[config.mk]
export PLATFORM = sky130hd
export DESIGN_NAME = usfs_port
export DESIGN_NICKNAME = d
export VERILOG_FILES = /design/src/rtl/usfs_pkg.sv /design/src/rtl/usfs_port.sv
export SDC_FILE = /design/constraint.sdc
export NUM_CORES = 1
export LEC_CHECK = 0
export BUFFER_PORTS_ARGS = -buffer_cell sky130_fd_sc_hd__buf_2
export CAP_MARGIN = 5
export CORE_MARGIN = 1.5
export CORE_UTILIZATION = 58
export DETAILED_ROUTE_END_ITERATION = 16
export PLACE_DENSITY = 0.78
export SLEW_MARGIN = 15
export SYNTH_ARGS = -nofsm -noshare
export SYNTH_HDL_FRONTEND = slang
export SYNTH_HIERARCHICAL = 1
export SYNTH_SLANG_ARGS = --single-unit
[constraint.sdc]
create_clock -name clk -period 3.78 [get_ports clk]
set_input_delay 0.378 -clock clk [delete_from_list [all_inputs] [get_ports clk]]
set_output_delay 0.378 -clock clk [all_outputs]
set_load 0.02 [all_outputs]
[src/rtl/usfs_pkg.sv]
// package of shared constants for the serial frame-format block, plus
// the baud and sample-tick generator that the block instantiates.
// assumes one clock, an asynchronous active-low reset, 32-bit Wishbone.
`timescale 1ns/100ps

package usfs_pkg;
   // ****************************************************************
   // register map (byte addresses)
   // ****************************************************************
   localparam logic [4:0] ADDR_MODE = 5'h00;
   localparam logic [4:0] ADDR_STATUS = 5'h04;
   localparam logic [4:0] ADDR_BAUD = 5'h08;
   localparam logic [4:0] ADDR_TXDATA = 5'h0C;
   localparam logic [4:0] ADDR_RXDATA = 5'h10;
   localparam logic [4:0] ADDR_IRQ_STAT = 5'h14;
   localparam logic [4:0] ADDR_IRQ_MASK = 5'h18;

   // serial_mode_control fields
   localparam int MODE_ENABLE = 15;
   localparam int MODE_VOTE = 12;
   localparam int MODE_HS = 3;
   localparam int MODE_PW_HI = 2;
   localparam int MODE_PW_LO = 1;
   localparam int MODE_STOP = 0;
   localparam logic [15:0] MODE_MASK = 16'h900F;
   localparam logic [15:0] MODE_RESET = 16'h0000;

   // serial_status_control fields
   localparam int ST_TX_IRQ_HI = 15;
   localparam int ST_TX_POL = 14;
   localparam int ST_TX_IRQ_LO = 13;
   localparam int ST_TX_BRK = 11;
   localparam int ST_TX_EN = 10;
   localparam int ST_TX_FULL = 9;
   localparam int ST_TX_EMPTY = 8;
   localparam int ST_RX_IRQ_HI = 7;
   localparam int ST_RX_IRQ_LO = 6;
   localparam int ST_ADDR_DET = 5;
   localparam int ST_RX_IDLE = 4;
   localparam int ST_PARITY_ERROR_FLAG = 3;
   localparam int ST_FRAMING_ERROR_FLAG = 2;
   localparam int ST_OVERRUN_ERROR_FLAG = 1;
   localparam int ST_RXDA = 0;
   localparam logic [15:0] ST_CTRL_MASK = 16'hECE0;
   localparam logic [15:0] ST_CTRL_RESET = 16'h0000;

   localparam logic [15:0] BAUD_RESET = 16'h0000;

   // parity and width encodings
   localparam logic [1:0] PW_9N = 2'b11;
   localparam logic [1:0] PW_8O = 2'b10;
   localparam logic [1:0] PW_8E = 2'b01;
   localparam logic [1:0] PW_8N = 2'b00;

   // sampling
   localparam logic [4:0] SAMPLES_HS = 5'h04;
   localparam logic [4:0] SAMPLES_STD = 5'h10;
   localparam logic [4:0] MID_HS = 5'h02;
   localparam logic [4:0] MID_STD = 5'h08;
   localparam logic [4:0] MID_VOTE = 5'h09;

   // frame lengths in bits including start, before stop bits; the break length of 14 includes its stop bit
   localparam logic [3:0] FRAME_BASE_8 = 4'h9;
   localparam logic [3:0] FRAME_BASE_9 = 4'hA;
   localparam logic [3:0] FRAME_BREAK = 4'hE;
   localparam logic [3:0] RX_LAST_8N = 4'h9;
   localparam logic [3:0] RX_LAST_9 = 4'hA;

   // interrupt status bits
   localparam int IRQ_TX_DONE = 0;
   localparam int IRQ_RX_READY = 1;
   localparam int IRQ_RX_ERROR = 2;
   localparam int IRQ_W = 3;

   typedef enum logic {TX_IDLE, TX_SEND} usfs_tx_state_t;
   typedef enum logic {RX_IDLE, RX_BUSY} usfs_rx_state_t;
endpackage

module usfs_baud_gen #(
   parameter int DIV_W = 16
) (
   // clock and reset
   input wire logic clk,
   input wire logic reset_n,
   // configuration
   input wire logic [DIV_W-1:0] divider,
   input wire logic high_speed,
   input wire logic restart,
   // ticks
   output logic sample_tick,
   output logic bit_tick
);
   import usfs_pkg::*;

   logic [DIV_W-1:0] div_cnt;
   logic [4:0] sub_cnt;
   logic [4:0] seen;
   wire [4:0] samples_per_bit = high_speed ? SAMPLES_HS : SAMPLES_STD;
   wire sub_last = sub_cnt == samples_per_bit - 5'h01;

   // refused at elaboration: the down counter and its reload need 4..16 bits
   if (DIV_W < 4 || DIV_W > 16) begin : g_bad_div_w
      $error("DIV_W must be 4..16");
   end

   // divider+1 clocks per sample tick; free running so rx phase holds
   assign sample_tick = div_cnt == '0;
   assign bit_tick = sample_tick && sub_last && !restart;

   always_ff @(posedge clk or negedge reset_n) begin
      if (!reset_n) begin
         div_cnt <= '0;
         sub_cnt <= 5'h00;
      end else begin
         div_cnt <= sample_tick ? divider : div_cnt - 1'b1;
         if (restart || (sample_tick && sub_last)) begin
            sub_cnt <= 5'h00;
         end else if (sample_tick) begin
            sub_cnt <= sub_cnt + 5'h01;
         end
      end
   end

   // helper: sample ticks since the last bit boundary
   always_ff @(posedge clk or negedge reset_n) begin
      if (!reset_n) begin
         seen <= 5'h00;
      end else if (restart || bit_tick) begin
         seen <= 5'h00;
      end else if (sample_tick) begin
         seen <= seen + 5'h01;
      end
   end

   a_bit_sample_count: assert property (@(posedge clk)
      disable iff (!reset_n)
      bit_tick && $stable(high_speed) |->
         seen == (high_speed ? 5'h03 : 5'h0F))
      else $error("bit period does not hold 4 or 16 sample ticks");
endmodule // usfs_baud_gen

[src/rtl/usfs_port.sv]
// serial port with configurable frame format and Wishbone registers.
// assumes a classic Wishbone master and a remote serial transceiver.
//
// Local design decisions: register access over Wishbone and the placing of the registers.
`timescale 1ns/100ps

module usfs_port (
   // clock and reset
   input wire logic clk,
   input wire logic reset_n,
   // wishbone slave
   input wire logic wb_cyc_i,
   input wire logic wb_stb_i,
   input wire logic wb_we_i,
   input wire logic [4:0] wb_adr_i,
   input wire logic [3:0] wb_sel_i,
   input wire logic [31:0] wb_dat_i,
   output logic [31:0] wb_dat_o,
   output logic wb_ack_o,
   // serial pins
   output logic serial_tx_line,
   input wire logic serial_rx_line,
   // interrupt
   output logic irq
);
   import usfs_pkg::*;

   // ****************************************************************
   // registers and state
   // ****************************************************************
   logic [15:0] mode;
   logic [15:0] st_ctrl;
   logic [15:0] baud_divider;
   logic [IRQ_W-1:0] irq_stat;
   logic [IRQ_W-1:0] irq_mask;
   logic [8:0] tx_hold;
   logic tx_buffer_full;
   usfs_tx_state_t tx_state;
   logic [13:0] tx_shift;
   logic [3:0] tx_left;
   usfs_rx_state_t rx_state;
   logic [4:0] rx_cnt;
   logic [3:0] rx_pos;
   logic [10:0] rx_frame;
   logic [1:0] rx_hist;
   logic [8:0] rx_data;
   logic parity_error_flag;
   logic framing_error_flag;
   logic overrun_error_flag;
   logic rx_data_available;

   function automatic logic [15:0] lane_write(input logic [15:0] old,
      input logic [31:0] dat, input logic [3:0] sel);
      lane_write = {sel[1] ? dat[15:8] : old[15:8],
                    sel[0] ? dat[7:0] : old[7:0]};
   endfunction

   // ****************************************************************
   // bus decode
   // ****************************************************************
   wire req = wb_cyc_i && wb_stb_i;
   wire wr_now = req && wb_ack_o && wb_we_i;
   wire rd_now = req && wb_ack_o && !wb_we_i;
   wire wr_mode = wr_now && wb_adr_i == ADDR_MODE;
   wire wr_status = wr_now && wb_adr_i == ADDR_STATUS;
   wire wr_baud = wr_now && wb_adr_i == ADDR_BAUD;
   wire wr_txdata = wr_now && wb_adr_i == ADDR_TXDATA && wb_sel_i[0];
   wire wr_irq_stat = wr_now && wb_adr_i == ADDR_IRQ_STAT && wb_sel_i[0];
   wire wr_irq_mask = wr_now && wb_adr_i == ADDR_IRQ_MASK && wb_sel_i[0];
   wire rd_rxdata = rd_now && wb_adr_i == ADDR_RXDATA;
   wire clr_overrun_error_flag = wr_status && wb_sel_i[0] && !wb_dat_i[ST_OVERRUN_ERROR_FLAG];

   // configuration decode
   wire port_on = mode[MODE_ENABLE];
   wire high_speed_sample_select = mode[MODE_HS];
   wire [1:0] parity_width_select = mode[MODE_PW_HI:MODE_PW_LO];
   wire stop_count_select = mode[MODE_STOP];
   wire tx_idle_polarity = st_ctrl[ST_TX_POL];
   wire tx_break_request = st_ctrl[ST_TX_BRK];
   wire tx_enable_bit = st_ctrl[ST_TX_EN];
   wire tx_shift_empty = tx_state == TX_IDLE;
   wire rx_idle_flag = rx_state == RX_IDLE;

   wire [15:0] status_rd = (st_ctrl & ST_CTRL_MASK)
      | {6'h00, tx_buffer_full, tx_shift_empty, 3'h0, rx_idle_flag,
         parity_error_flag, framing_error_flag, overrun_error_flag,
         rx_data_available};

   logic [15:0] rd_mux;
   always_comb begin
      case (wb_adr_i)
         ADDR_MODE: rd_mux = mode;
         ADDR_STATUS: rd_mux = status_rd;
         ADDR_BAUD: rd_mux = baud_divider;
         ADDR_TXDATA: rd_mux = {7'h00, tx_hold};
         ADDR_RXDATA: rd_mux = {7'h00, rx_data};
         ADDR_IRQ_STAT: rd_mux = {13'h0000, irq_stat};
         ADDR_IRQ_MASK: rd_mux = {13'h0000, irq_mask};
         default: rd_mux = 16'h0000;
      endcase
   end

   // one wait state: ack in the cycle after the request is seen
   always_ff @(posedge clk or negedge reset_n) begin
      if (!reset_n) begin
         wb_ack_o <= 1'b0;
         wb_dat_o <= 32'h0000_0000;
      end else begin
         wb_ack_o <= req && !wb_ack_o;
         wb_dat_o <= {16'h0000, rd_mux};
      end
   end

   // ****************************************************************
   // baud generator
   // ****************************************************************
   logic sample_tick;
   logic bit_tick;
   wire brk_go = tx_shift_empty && port_on && tx_enable_bit
      && tx_break_request;
   wire tx_go = tx_shift_empty && port_on && tx_enable_bit
      && (tx_break_request || tx_buffer_full);

   usfs_baud_gen #(.DIV_W(16)) u_baud (
      .clk(clk),
      .reset_n(reset_n),
      .divider(baud_divider),
      .high_speed(high_speed_sample_select),
      .restart(tx_go),
      .sample_tick(sample_tick),
      .bit_tick(bit_tick)
   );

   // ****************************************************************
   // transmit framing
   // ****************************************************************
   wire tx_par = (parity_width_select == PW_8O) ? ~^tx_hold[7:0]
      : ^tx_hold[7:0];
   logic [13:0] frame_bits;
   logic [3:0] frame_len;
   always_comb begin
      case (parity_width_select)
         PW_9N: frame_bits = {4'hF, tx_hold, 1'b0};
         PW_8O, PW_8E: frame_bits = {4'hF, tx_par, tx_hold[7:0], 1'b0};
         default: frame_bits = {5'h1F, tx_hold[7:0], 1'b0};
      endcase
      frame_len = (parity_width_select == PW_8N ? FRAME_BASE_8
         : FRAME_BASE_9) + (stop_count_select ? 4'h2 : 4'h1);
      if (brk_go) begin
         frame_bits = {1'b1, 13'h0000};
         frame_len = FRAME_BREAK;
      end
   end

   wire tx_done = tx_state == TX_SEND && bit_tick && tx_left == 4'h1;

   always_ff @(posedge clk or negedge reset_n) begin
      if (!reset_n) begin
         tx_state <= TX_IDLE;
         tx_shift <= 14'h3FFF;
         tx_left <= 4'h0;
      end else if (tx_go) begin
         tx_state <= TX_SEND;
         tx_shift <= frame_bits;
         tx_left <= frame_len;
      end else if (tx_state == TX_SEND && bit_tick) begin
         tx_shift <= {1'b1, tx_shift[13:1]};
         tx_left <= tx_left - 4'h1;
         if (tx_left == 4'h1) tx_state <= TX_IDLE;
      end
   end

   // line level is inverted when the idle polarity is 0
   wire tx_level = tx_state == TX_SEND ? tx_shift[0] : 1'b1;
   always_ff @(posedge clk or negedge reset_n) begin
      if (!reset_n) serial_tx_line <= 1'b0;
      else serial_tx_line <= tx_idle_polarity ? tx_level : !tx_level;
   end

   // ****************************************************************
   // receive framing
   // ****************************************************************
   // vote needs three samples around mid bit, too few at 4 per bit
   wire use_vote = mode[MODE_VOTE] && !high_speed_sample_select;
   wire vote = (serial_rx_line & rx_hist[1]) | (serial_rx_line & rx_hist[0])
      | (rx_hist[1] & rx_hist[0]);
   wire rx_bit = use_vote ? vote : serial_rx_line;
   wire [4:0] rx_spb = high_speed_sample_select ? SAMPLES_HS : SAMPLES_STD;
   wire [4:0] rx_point = use_vote ? MID_VOTE
      : (high_speed_sample_select ? MID_HS : MID_STD);
   wire [3:0] rx_last = parity_width_select == PW_8N ? RX_LAST_8N : RX_LAST_9;
   wire rx_at_point = rx_state == RX_BUSY && sample_tick && rx_cnt == rx_point;
   wire rx_false = rx_at_point && rx_pos == 4'h0 && rx_bit;
   wire rx_done = rx_at_point && rx_pos == rx_last;
   wire [8:0] rx_word = parity_width_select == PW_9N ? rx_frame[9:1]
      : {1'b0, rx_frame[8:1]};
   wire rx_parity_error_flag = (parity_width_select == PW_8E && ^rx_frame[9:1])
      || (parity_width_select == PW_8O && !(^rx_frame[9:1]));
   wire rx_overrun = rx_done && rx_data_available;

   always_ff @(posedge clk or negedge reset_n) begin
      if (!reset_n) begin
         rx_state <= RX_IDLE;
         rx_cnt <= 5'h00;
         rx_pos <= 4'h0;
         rx_frame <= 11'h000;
         rx_hist <= 2'h3;
      end else begin
         if (sample_tick) rx_hist <= {rx_hist[0], serial_rx_line};
         if (rx_state == RX_IDLE) begin
            rx_cnt <= 5'h00;
            rx_pos <= 4'h0;
            if (sample_tick && port_on && !serial_rx_line) rx_state <= RX_BUSY;
         end else if (rx_false || rx_done || !port_on) begin
            rx_state <= RX_IDLE;
         end else if (sample_tick) begin
            if (rx_at_point) rx_frame[rx_pos] <= rx_bit;
            if (rx_cnt == rx_spb - 5'h01) begin
               rx_cnt <= 5'h00;
               rx_pos <= rx_pos + 4'h1;
            end else begin
               rx_cnt <= rx_cnt + 5'h01;
            end
         end
      end
   end

   // received word and flags; hardware set wins over software clear
   always_ff @(posedge clk or negedge reset_n) begin
      if (!reset_n) begin
         rx_data <= 9'h000;
         parity_error_flag <= 1'b0;
         framing_error_flag <= 1'b0;
         overrun_error_flag <= 1'b0;
         rx_data_available <= 1'b0;
      end else begin
         if (rx_done && !rx_data_available) begin
            rx_data <= rx_word;
            parity_error_flag <= rx_parity_error_flag;
            framing_error_flag <= !rx_bit;
         end
         if (rx_overrun) overrun_error_flag <= 1'b1;
         else if (clr_overrun_error_flag) overrun_error_flag <= 1'b0;
         if (rx_done) rx_data_available <= 1'b1;
         else if (rd_rxdata) rx_data_available <= 1'b0;
      end
   end

   // ****************************************************************
   // software registers and interrupt
   // ****************************************************************
   wire [IRQ_W-1:0] irq_ev = {rx_done && (rx_parity_error_flag || !rx_bit || rx_overrun),
      rx_done, tx_done};

   always_ff @(posedge clk or negedge reset_n) begin
      if (!reset_n) begin
         mode <= MODE_RESET;
         st_ctrl <= ST_CTRL_RESET;
         baud_divider <= BAUD_RESET;
         irq_stat <= '0;
         irq_mask <= '0;
         tx_hold <= 9'h000;
         tx_buffer_full <= 1'b0;
      end else begin
         if (wr_mode) mode <= lane_write(mode, wb_dat_i, wb_sel_i) & MODE_MASK;
         if (wr_status) begin
            st_ctrl <= lane_write(st_ctrl, wb_dat_i, wb_sel_i) & ST_CTRL_MASK;
         end else if (brk_go) begin
            st_ctrl[ST_TX_BRK] <= 1'b0;
         end
         if (wr_baud) baud_divider <= lane_write(baud_divider, wb_dat_i,
            wb_sel_i);
         irq_stat <= (irq_stat & ~(wr_irq_stat ? wb_dat_i[IRQ_W-1:0] : '0))
            | irq_ev;
         if (wr_irq_mask) irq_mask <= wb_dat_i[IRQ_W-1:0];
         // a write while full is dropped; break takes the line first
         if (wr_txdata && !tx_buffer_full) begin
            tx_hold <= {wb_sel_i[1] & wb_dat_i[8], wb_dat_i[7:0]};
            tx_buffer_full <= 1'b1;
         end else if (tx_go && !brk_go) begin
            tx_buffer_full <= 1'b0;
         end
      end
   end

   assign irq = |(irq_stat & irq_mask);

   // ****************************************************************
   // checks
   // ****************************************************************
   a_nine_bit_len: assert property (@(posedge clk) disable iff (!reset_n)
      tx_go && !brk_go && parity_width_select == PW_9N |=>
         tx_left == FRAME_BASE_9 + ($past(stop_count_select) ? 4'h2 : 4'h1))
      else $error("nine-bit frame length wrong");
   a_odd_parity_bit: assert property (@(posedge clk) disable iff (!reset_n)
      tx_go && !brk_go && parity_width_select == PW_8O |=>
         tx_shift[9] == ~^tx_shift[8:1])
      else $error("odd parity bit wrong");
   a_even_parity_bit: assert property (@(posedge clk) disable iff (!reset_n)
      tx_go && !brk_go && parity_width_select == PW_8E |=>
         tx_shift[9] == ^tx_shift[8:1] && tx_left >= FRAME_BASE_9 + 4'h1)
      else $error("even parity bit wrong");
   a_no_parity_len: assert property (@(posedge clk) disable iff (!reset_n)
      tx_go && !brk_go && parity_width_select == PW_8N |=>
         tx_left == FRAME_BASE_8 + ($past(stop_count_select) ? 4'h2 : 4'h1))
      else $error("eight-bit no-parity frame length wrong");
   a_two_stop_bits: assert property (@(posedge clk) disable iff (!reset_n)
      tx_go && !brk_go && stop_count_select |=>
         tx_shift[tx_left - 4'h1] && tx_shift[tx_left - 4'h2]
         && !tx_shift[0])
      else $error("two stop bits missing");
   a_vote_std_only: assert property (@(posedge clk) disable iff (!reset_n)
      use_vote |-> !high_speed_sample_select && rx_point == MID_VOTE)
      else $error("vote used outside sixteen-sample mode");
   a_idle_tx_level: assert property (@(posedge clk) disable iff (!reset_n)
      tx_state == TX_IDLE ##1 tx_state == TX_IDLE &&
         $stable(tx_idle_polarity) |=> serial_tx_line == $past(tx_idle_polarity))
      else $error("tx idle level does not follow polarity");
   a_overrun_sticky: assert property (@(posedge clk) disable iff (!reset_n)
      overrun_error_flag && !clr_overrun_error_flag |=> overrun_error_flag)
      else $error("overrun cleared without software");

   c_tx_frame: cover property (@(posedge clk) disable iff (!reset_n)
      tx_done);
   c_rx_error: cover property (@(posedge clk) disable iff (!reset_n)
      rx_done && rx_parity_error_flag);
   c_break_sent: cover property (@(posedge clk) disable iff (!reset_n)
      brk_go);
   c_overrun: cover property (@(posedge clk) disable iff (!reset_n)
      rx_overrun);
endmodule // usfs_port

* Word-level counts from Yosys, hierarchy flattened *
Index checks and enable logic that the tools add are counted.

operators by class
  $add $sub $neg = 7
  multiply operators = 0
  div/mod/pow operators = 0
  $lt $le $gt $ge = 2
  equal/unequal tests = 18
  shift operators = 0
  muxes and demuxes = 48
  bitwise gates (word level) = 14
  reductions and logical operators = 88

operators by type and width
  operator                                                              number
  16-bit one-hot mux with 7 select lines                                1
  14-bit 2-to-1 mux                                                     3
  1-bit logical AND                                                     41
  4-bit 2-to-1 mux                                                      10
  5-bit 2-to-1 mux                                                      7
  10-bit one-hot mux with 2 select lines                                1
  1-bit 2-to-1 mux                                                      19
  2-bit AND reduction                                                   9
  16-bit zero test                                                      1
  16-bit 2-to-1 mux                                                     1
  16-bit by 10-bit OR with 16-bit output                                1
  16-bit by 1-bit subtractor with 16-bit output, second input constant  1
  5-bit == test, second input constant                                  3
  2-bit nonzero test                                                    7
  1-bit zero test                                                       13
  11-bit bitwise mux                                                    1
  5-bit by 1-bit adder with 5-bit output, second input constant         2
  5-bit by 4-bit == test with 1-bit output, second input constant       2
  5-bit == test                                                         2
  9-bit 2-to-1 mux                                                      1
  9-bit parity                                                          1
  8-bit XNOR reduction                                                  1
  8-bit parity                                                          1
  1-bit logical OR                                                      7
  other kinds (30)                                                      41

storage, ports and cells
  flip-flop bits (word level) = 140
  latch bits = 0
  memory bits (writable) = 0
  bits in read-only memories = 0
  input port bits = 47
  output and inout port bits = 35
  logic and storage cells = 206
  memories = 0

* Longest topological paths before layout *
Gate-level depths: netlist (run 1).

  depth after elaboration = 11
  depth in mapped cells = 11
  gate-level depth less buffers = 10

* By module *
The synthesis (run 1) kept the hierarchy.

modules (own cells, without submodules)
  module         instances  cells each  area each (um2)  sequential area each (um2)
  usfs_port      1          500         5625.4           2921.6
  usfs_baud_gen  1          129         1179.9           525.5

* Worst setup path after synthesis (run 1) *
No wires, ideal clock.

  kind = register to register
  start point = register u_baud.div_cnt[0]
  end point = register rx_data[0]
  library setup time = 0.125 ns
  arrival = 2.537 ns
  required time = 3.655 ns
  slack = 1.118 ns
  cell stages (with the launch flop) = 12
  buffers on the path = 2
  period minus slack after synthesis = 2.662 ns
  path through = dfrtp_1 inv_1 ha_1 nor4b_1 nand4_2 inv_1 buf_2 nand3_1 nor4_1 and2_1 buf_4 mux2_2

on the way
  longest elaborated chain between the ends = 5

RTL lines
  item                             RTL line          RTL
  from (decl)                      usfs_pkg.sv:95    logic [DIV_W-1:0] div_cnt;
  from (signal assigned)           usfs_pkg.sv:115   div_cnt <= sample_tick ? divider : div_cnt - 1'b1;
  16-bit zero test                 usfs_pkg.sv:107   assign sample_tick = div_cnt == '0;
  named net sample_tick            usfs_port.sv:117  logic sample_tick;
  1-bit logical AND (2 in series)  usfs_port.sv:192  wire rx_at_point = rx_state == RX_BUSY && sample_tick && rx_cnt == rx_point;
  1-bit logical AND                usfs_port.sv:194  wire rx_done = rx_at_point && rx_pos == rx_last;
  1-bit logical AND                usfs_port.sv:237  if (rx_done && !rx_data_available) begin
  to (signal assigned)             usfs_port.sv:238  rx_data <= rx_word;
  to (decl)                        usfs_port.sv:46   logic [8:0] rx_data;

The timed path passes the listed nets, and every way through them passes these cells.
A chain may end at the register's enable or synchronous reset.

* Final worst setup path (run 1) *
  start point = register u_baud.div_cnt[11]
  end point = register rx_data[0]

The elaborated chain is that of the path after synthesis.

==> results of run 1 <==
-- layer usage --
metal	track usage (%)	vias to the layer above	part of all wire (%)	routed length, um
li1	-	2336	-	-
met1	36.0	2517	43	6860
met2	42.0	195	49	7670
met3	6.67	32	5.6	884
met4	8.69	0	2.5	398
met5	0	-	0	0
-- path summary, 6_finish.rpt --
kind | start | endpoint | slack (ps) | cells after the start
worst max-delay path | u_baud/div_cnt[11]$_DFF_PN0_ | rx_data[0]$_DFFE_PN0P_ | 660 | 7
worst min-delay path | reset_n | u_baud/div_cnt[12]$_DFF_PN0_ | -30 | 1
worst max register to register | u_baud/div_cnt[11]$_DFF_PN0_ | rx_data[0]$_DFFE_PN0P_ | 660 | 7
worst min register to register | wb_ack_o$_DFF_PN0_ | wb_ack_o$_DFF_PN0_ | 460 | 1
max in group asynchronous | reset_n | tx_shift[4]$_DFFE_PN1P_ | 2910 | 2
min in group clk | wb_stb_i | wb_ack_o$_DFF_PN0_ | 190 | 3
-- worst reg2reg max path, cell delays in order (launching register included) --
cell and delay [ps]:
dfrtp_1 430, nor4_1 570, nand4_2 200, inv_1 120, nand3_1 190, nor4_1 540, and2_1 560, mux2_2 400
-- cell families (layout without fill, tap and decap cells) --
logic type	count (synthesis)	count (layout)	share of synthesized area, %
AND/OR/NAND/NOR	200	200	15.7
buffers and inverters	56	110	4.06
flip-flops	137	137	50.7
AO/OA/AOI/OAI	125	125	11.7
XOR/XNOR	28	28	4.01
adder cells (fa/ha/maj)	17	17	3.13
other	1	16	0.0551
multiplexers	65	65	10.6
-- final cells by class --
type	instances	area, um2	share of cell area, %
multi-input combinational	451	3140	40.5
timing repair buffer	56	309	3.98
tap	143	179	2.30
inverter	22	82.6	1.06
sequential	137	3450	44.3
clock inverter	7	115	1.48
clock buffer	25	495	6.37
-- report_power, final --
group	total, mW	internal, mW	switching [mW]	leakage (nW)
logic	0.394	0.163	0.231	1.56
registers	1.71	1.58	0.125	1.78
clock network	1.71	1.11	0.607	0.293
total	3.81	2.85	0.963	3.63
-- cell usage in the layout (no fill, tap or decap), drive strengths merged, types with 18 or more instances in the layout --
cell / instances
dfrtp: 122
nand2: 77
mux2: 58
buf: 56
o21ai: 33
a21oi: 32
nor2: 28
clkbuf: 25
inv: 22
xnor2: 18
-- registers in the layout, summed over array words and instances, names as in the netlist, 6 cells and up --
signal and cells:
u_baud/div_cnt 16, tx_hold 9, baud_divider 16, rx_frame 9, rx_data 9, mode 6, wb_dat_o 16, tx_shift 13
st_ctrl 8
-- through the flow --
step / instance area (um2) / instances / power (mW) / hold WS, ps
2_1_floorplan: 6860 / 644 / 1.98 / 82.4
3_3_place_gp: 7160 / 809 / 2.08 / 432
3_5_place_dp: 7160 / 809 / 2.11 / 445
4_1_cts: 7770 / 841 / 3.83 / 0.0814
5_1_grt: 7770 / 841 / 3.95 / 20.9
6_report: 7770 / 841 / 3.81 / -32.8
==> out/results.tsv, run 1 <==
stage	metric	value	unit
outcome	result of the run	finished with violations	
outcome	failing checks	hold timing	
setup_path	Worst Setup Path Type	reg2reg	
drt	drt first-iter violations	532	
synth	syn avg cell area	10.8	um2
setup_path	crit-path most repeated cell	nor4_1	
synth	part of the Yosys area used for sequential elements	50.7	%
synth	post-synth top area cell	dfrtp_1	
timing	post-layout worst setup margin	657	ps
grt	initial antenna violation count	0	
timing	transition time at the pin with the least slew margin	1090	ps
synth	main area contributors after synthesis	dfrtp_1 45%, mux2_2 9.6%, dfstp_2 5.8%, nand2_1 4.2%, ha_1 3.1%	
floorplanning	initial core utilization	59.6	%
timing	Period minus WS final	3120	ps
drt	average via count per standard cell	6.04	
drt	Routed WL per cell	18.8	um
timing	post-route fraction of the period consumed by the critical path	82.6	%
floorplanning	Total Die Area	0.0124	mm2
clocking	Hold Buf Count CTS	0	
worst_hold_path	type of the tightest min-delay check	in2async	
cells_and_area	Core Util, Final	68.1	%
grt	maximum number of pins on one net before global-route repair	75	
drt	number of iterations in the first detailed-routing pass	5	
cells_and_area	fill cell instance count of the final layout	845	
synth	synthesized instance count	629	
clocking	Clock Tree Buf Depth	2	
timing	final slew viol count	0	
floorplanning	width of the chip	111	um
timing	peak clock frequency supported by timing	320	MHz
setup_path	kind of end point of the critical path	flip-flop	
setup_path	cell with the largest stage delay on the worst path	nor4_1	
setup_path	sum of buffers and inverters on the critical path	1	
cells_and_area	final layout net count	749	
synth	total of flip-flops plus latches after synthesis	137	
cells_and_area	n_diodes	0	
grt	overall track demand over capacity in global routing	26.4	%
grt	first-pass GRT wire length	25600	um
timing	worst hold slack after final layout	-32.8	ps
clocking	CTS buffer count	17	
clocking	count of clock tree sinks	137	
timing	Final TNS setup	0	ps
setup_path	CP peak stage delay	570	ps
grt	vias in the first global route	4956	
timing	Final setup viols	0	
setup_path	arrival time reported for the critical path endpoint	3420	ps
synth	post-synthesis async set-or-reset flop share	100	%
power	static leakage	3.63	nW
clocking	Clk Latency, worst-skew pair	420	ps
clocking	clock edge transition at the registers on the reported setup and hold paths	60	ps
timing	setup skew after layout	5.67	ps
synth	Netlist cell types	62	
placement	worst setup slack after placement	711	ps
synth	area share of the largest cell type after synthesis	44.9	%
drt	drc violations	0	
flow_run	max-cap viol count	0	
placement	port bufs	47	
synth	most instantiated flip-flop cell in the synthesis netlist	dfrtp_1	
clocking	H-tree depth reported by CTS	4	
synth	area of the mapped netlist	0.00681	mm2
placement	routability congestion estimate from global placement	0.830	
grt	final global-route overflow total	0	
synth	most used standard cells in the synthesized netlist	122 x dfrtp_1, 77 x nand2_1, 58 x mux2_2	
floorplanning	count of standard-cell rows	39	
setup_path	cell-by-cell trace of the critical path	nor4_1 -> nand4_2 -> inv_1 -> nand3_1 -> nor4_1 -> and2_1 -> mux2_2	
setup_path	largest driver fanout on the critical path	11	
timing	Max-slew headroom	26.8	%
placement	hpwl dp	11000	um
power	power density normalized to cell area	491	mW/mm2
setup_path	Top delay family on crit path	simple AND/OR/NAND/NOR gates	
synth	Post-synth EDFFs	0	
clocking	PostCTS Resize Cnt	0	
clocking	clk root buf	clkbuf_16	
drt	number of routed nets with antenna violations	0	
floorplanning	core area	0.0114	mm2
timing	final hold violations	30	
setup_path	category of the worst setup path launch point	flip-flop	
power	worst ir drop on vdd	0.000424	V
timing	setup repair after global routing missed its margin	no	
synth	warning count from the yosys run	6	
clocking	CTS tree	built	
floorplanning	top-level I/O count	82	
floorplanning	Chip Height	111	um
synth	most repeated cell in the gate-level netlist after synthesis	dfrtp_1	
setup_path	data required time of the critical path	4080	ps
drt	total vias in the final route	5080	
clocking	post-CTS setup buffers	0	
drt	total wire length after detailed routing	15800	um
cells_and_area	layout cells sized above 1	23.5	%
cells_and_area	area growth from synthesis to layout	14.2	%
(Power assumes the default switching activity.)
==> run 2: changes to the inputs <==
--- a/config.mk
+++ b/config.mk
@@ -8,9 +8,9 @@
 export BUFFER_PORTS_ARGS = -buffer_cell sky130_fd_sc_hd__buf_2
 export CAP_MARGIN = 5
 export CORE_MARGIN = 1.5
-export CORE_UTILIZATION = 58
+export CORE_UTILIZATION = 53
 export DETAILED_ROUTE_END_ITERATION = 16
-export PLACE_DENSITY = 0.78
+export PLACE_DENSITY = 0.75
 export SLEW_MARGIN = 15
 export SYNTH_ARGS = -nofsm -noshare
 export SYNTH_HDL_FRONTEND = slang
==> constraint.sdc (replaced) <==
create_clock -name clk -period 2.7 [get_ports clk]
set_input_delay 0.27 -clock clk [delete_from_list [all_inputs] [get_ports clk]]
set_output_delay 0.27 -clock clk [all_outputs]
set_load 0.02 [all_outputs]
==> out/results.tsv, run 2 (synthesized netlist as in run 1, its figures left out) <==
stage	metric	value	unit
flow_run	max-cap viol count	0	
cells_and_area	Core Util, Final	64.1	%
timing	Max-slew headroom	43.6	%
timing	post-route fraction of the period consumed by the critical path	97.7	%
drt	Routed WL per cell	18.4	um
cells_and_area	largest registers in the final layout	baud_divider: 16 flops, u_baud/div_cnt: 16 flops, wb_dat_o: 16 flops	
cells_and_area	fill cell instance count of the final layout	927	
power	internal power	4.20	mW
setup_path	Top delay family on crit path	simple AND/OR/NAND/NOR gates	
timing	transition time at the pin with the least slew margin	839	ps
power	Clock Power Share	46.1	%
outcome	result of the run	complete, no violations	
timing	worst hold slack after final layout	97.9	ps
power	switching power as a share of total power	25.2	%
timing	Period minus WS final	2640	ps
setup_path	CP Launch Point	u_baud/div_cnt[1]$_DFF_PN0_	
timing	final hold violations	0	
power	portion of total power attributed to sequential cells	42.8	%
floorplanning	top-level I/O count	82	
cells_and_area	n_diodes	0	
drt	drc violations	0	
setup_path	reg-to-reg setup timing slack	60	ps
floorplanning	width of the chip	116	um
grt	vias in the first global route	5253	
drt	number of routed nets with antenna violations	0	
setup_path	cell depth of the worst flop-to-flop path	11	
power	power density normalized to cell area	697	mW/mm2
setup_path	arrival time reported for the critical path endpoint	2940	ps
placement	DP Cell Count	855	
worst_hold_path	Hold Path End	wb_ack_o$_DFF_PN0_	
floorplanning	core area	0.0126	mm2
power	switching power	1.41	mW
setup_path	Worst Setup Path Type	reg2reg	
floorplanning	initial core utilization	54.1	%
cells_and_area	number of non-filler instances in the completed layout	889	
placement	port bufs	47	
power	worst ir drop on vdd	0.000464	V
grt	initial antenna violation count	0	
placement	hpwl dp	11400	um
setup_path	r2r startpoint	u_baud/div_cnt[1]$_DFF_PN0_	
setup_path	Crit Reg-Reg Endpoint	rx_data[1]$_DFFE_PN0P_	
grt	final global-route overflow total	0	
worst_hold_path	count of cells along the worst hold path	3	
floorplanning	Chip Height	116	um
grt	overall track demand over capacity in global routing	25.8	%
clocking	H-tree depth reported by CTS	4	
clocking	Clock Tree Buf Depth	2	
clocking	CTS buffer count	17	
cells_and_area	post-route cell area	0.00806	mm2
clocking	clock edge transition at the registers on the reported setup and hold paths	50	ps
clocking	Clk Latency, worst-skew pair	420	ps
timing	Final setup viols	0	
placement	worst setup slack after placement	11.3	ps
floorplanning	count of standard-cell rows	41	
power	power share of the combinational group	11.1	%
grt	maximum number of pins on one net before global-route repair	77	
timing	setup skew after layout	8.00	ps
timing	post-layout worst setup margin	62.3	ps
setup_path	sum of buffers and inverters on the critical path	4	
drt	number of iterations in the first detailed-routing pass	8	
drt	drt first-iter violations	508	
clocking	CTS tree	built	
placement	routability congestion estimate from global placement	0.836	
drt	total vias in the final route	5141	
cells_and_area	final layout net count	768	
clocking	count of clock tree sinks	137	
setup_path	data required time of the critical path	3000	ps
timing	peak clock frequency supported by timing	379	MHz
cells_and_area	area growth from synthesis to layout	18.4	%
cells_and_area	layout cells sized above 1	26.6	%
setup_path	cell with the largest stage delay on the worst path	dfrtp_1	
cells_and_area	most common cell after layout, fill and taps aside	dfrtp_1	
worst_hold_path	hold path startpoint	wb_stb_i	
worst_hold_path	type of the tightest min-delay check	in2reg	
placement	Post-DP Area	0.00734	mm2
clocking	clk root buf	clkbuf_16	
setup_path	largest driver fanout on the critical path	7	
timing	final slew viol count	0	
setup_path	cell-by-cell trace of the critical path	inv_1 -> ha_2 -> nor4b_4 -> nand4_2 -> inv_1 -> nand3_1 -> nor4_2 -> buf_4 -> and2_1 -> buf_4 -> mux2_2	
floorplanning	Total Die Area	0.0135	mm2
setup_path	CP peak stage delay	400	ps
drt	total wire length after detailed routing	16400	um
drt	average via count per standard cell	5.78	
setup_path	category of the worst setup path launch point	flip-flop	
cells_and_area	commonest cells after routing, fill and taps aside	122 x dfrtp_1, 76 x nand2_1, 58 x mux2_2	
grt	first-pass GRT wire length	26400	um
setup_path	kind of end point of the critical path	flip-flop	
power	static leakage	3.77	nW
==> run 2: cell type report <==
cell class / count / area (um2) / share of cell area, %
multi-input combinational: 451 / 3180 / 39.5
sequential: 137 / 3450 / 42.8
inverter: 22 / 82.6 / 1.03
clock inverter: 11 / 193 / 2.39
tap: 172 / 215 / 2.67
clock buffer: 21 / 470 / 5.84
timing repair buffer: 75 / 467 / 5.79
==> run 2: power by group through the flow <==
stage	Sequential [mW]	Clock, mW	Combinational (mW)
2_1_floorplan	2.38	0	0.387
3_3_place_gp	2.40	0	0.557
3_5_place_dp	2.41	0	0.585
4_1_cts	2.38	2.61	0.592
5_1_grt	2.42	2.71	0.703
6_report	2.40	2.59	0.621
==> run 2: worst max-delay path by stage <==
| stage | end | depth (start not counted) |
|---|---|---|
| global placement | rx_pos[2]$_DFFE_PN0P_ | 10 |
| floorplan | rx_data[0]$_DFFE_PN0P_ | 11 |
| finish | rx_data[1]$_DFFE_PN0P_ | 11 |
| detailed placement | rx_pos[1]$_DFFE_PN0P_ | 10 |
| global route | rx_data[1]$_DFFE_PN0P_ | 11 |
| CTS | tx_shift[5]$_DFFE_PN1P_ | 11 |
==> run 2: what timing repair did <==
action	4_1_cts	5_1_grt
setup buffers	0	1
hold buffers	1	0
gates cloned	0	0
endpoints found under the setup margin	2	28
endpoints found under the hold margin	59	0
gates resized for setup	2	5
pin swaps	0	2
==> run 2: worst reg2reg max path: stages (launching register included) <==
cell	delay, ps
dfrtp_1	400
inv_1	90
ha_2	210
nor4b_4	250
nand4_2	150
inv_1	100
nand3_1	170
nor4_2	330
buf_4	180
and2_1	140
buf_4	170
mux2_2	350
==> run 2: through the flow <==
stage               TNS (ps)  power (mW)
floorplan                  0        2.77
global placement           0        2.96
detailed placement         0        2.99
CTS                        0        5.58
global route            -534        5.84
finish                     0        5.62
==> run 2: layer usage <==
layer,vias up,GRT usage (%),part of all wire [%]
met1,2518,33.4,42
li1,2371,-,-
met4,0,11.5,3.3
met3,47,5.81,5.8
met5,-,0,0
met2,205,41.9,49
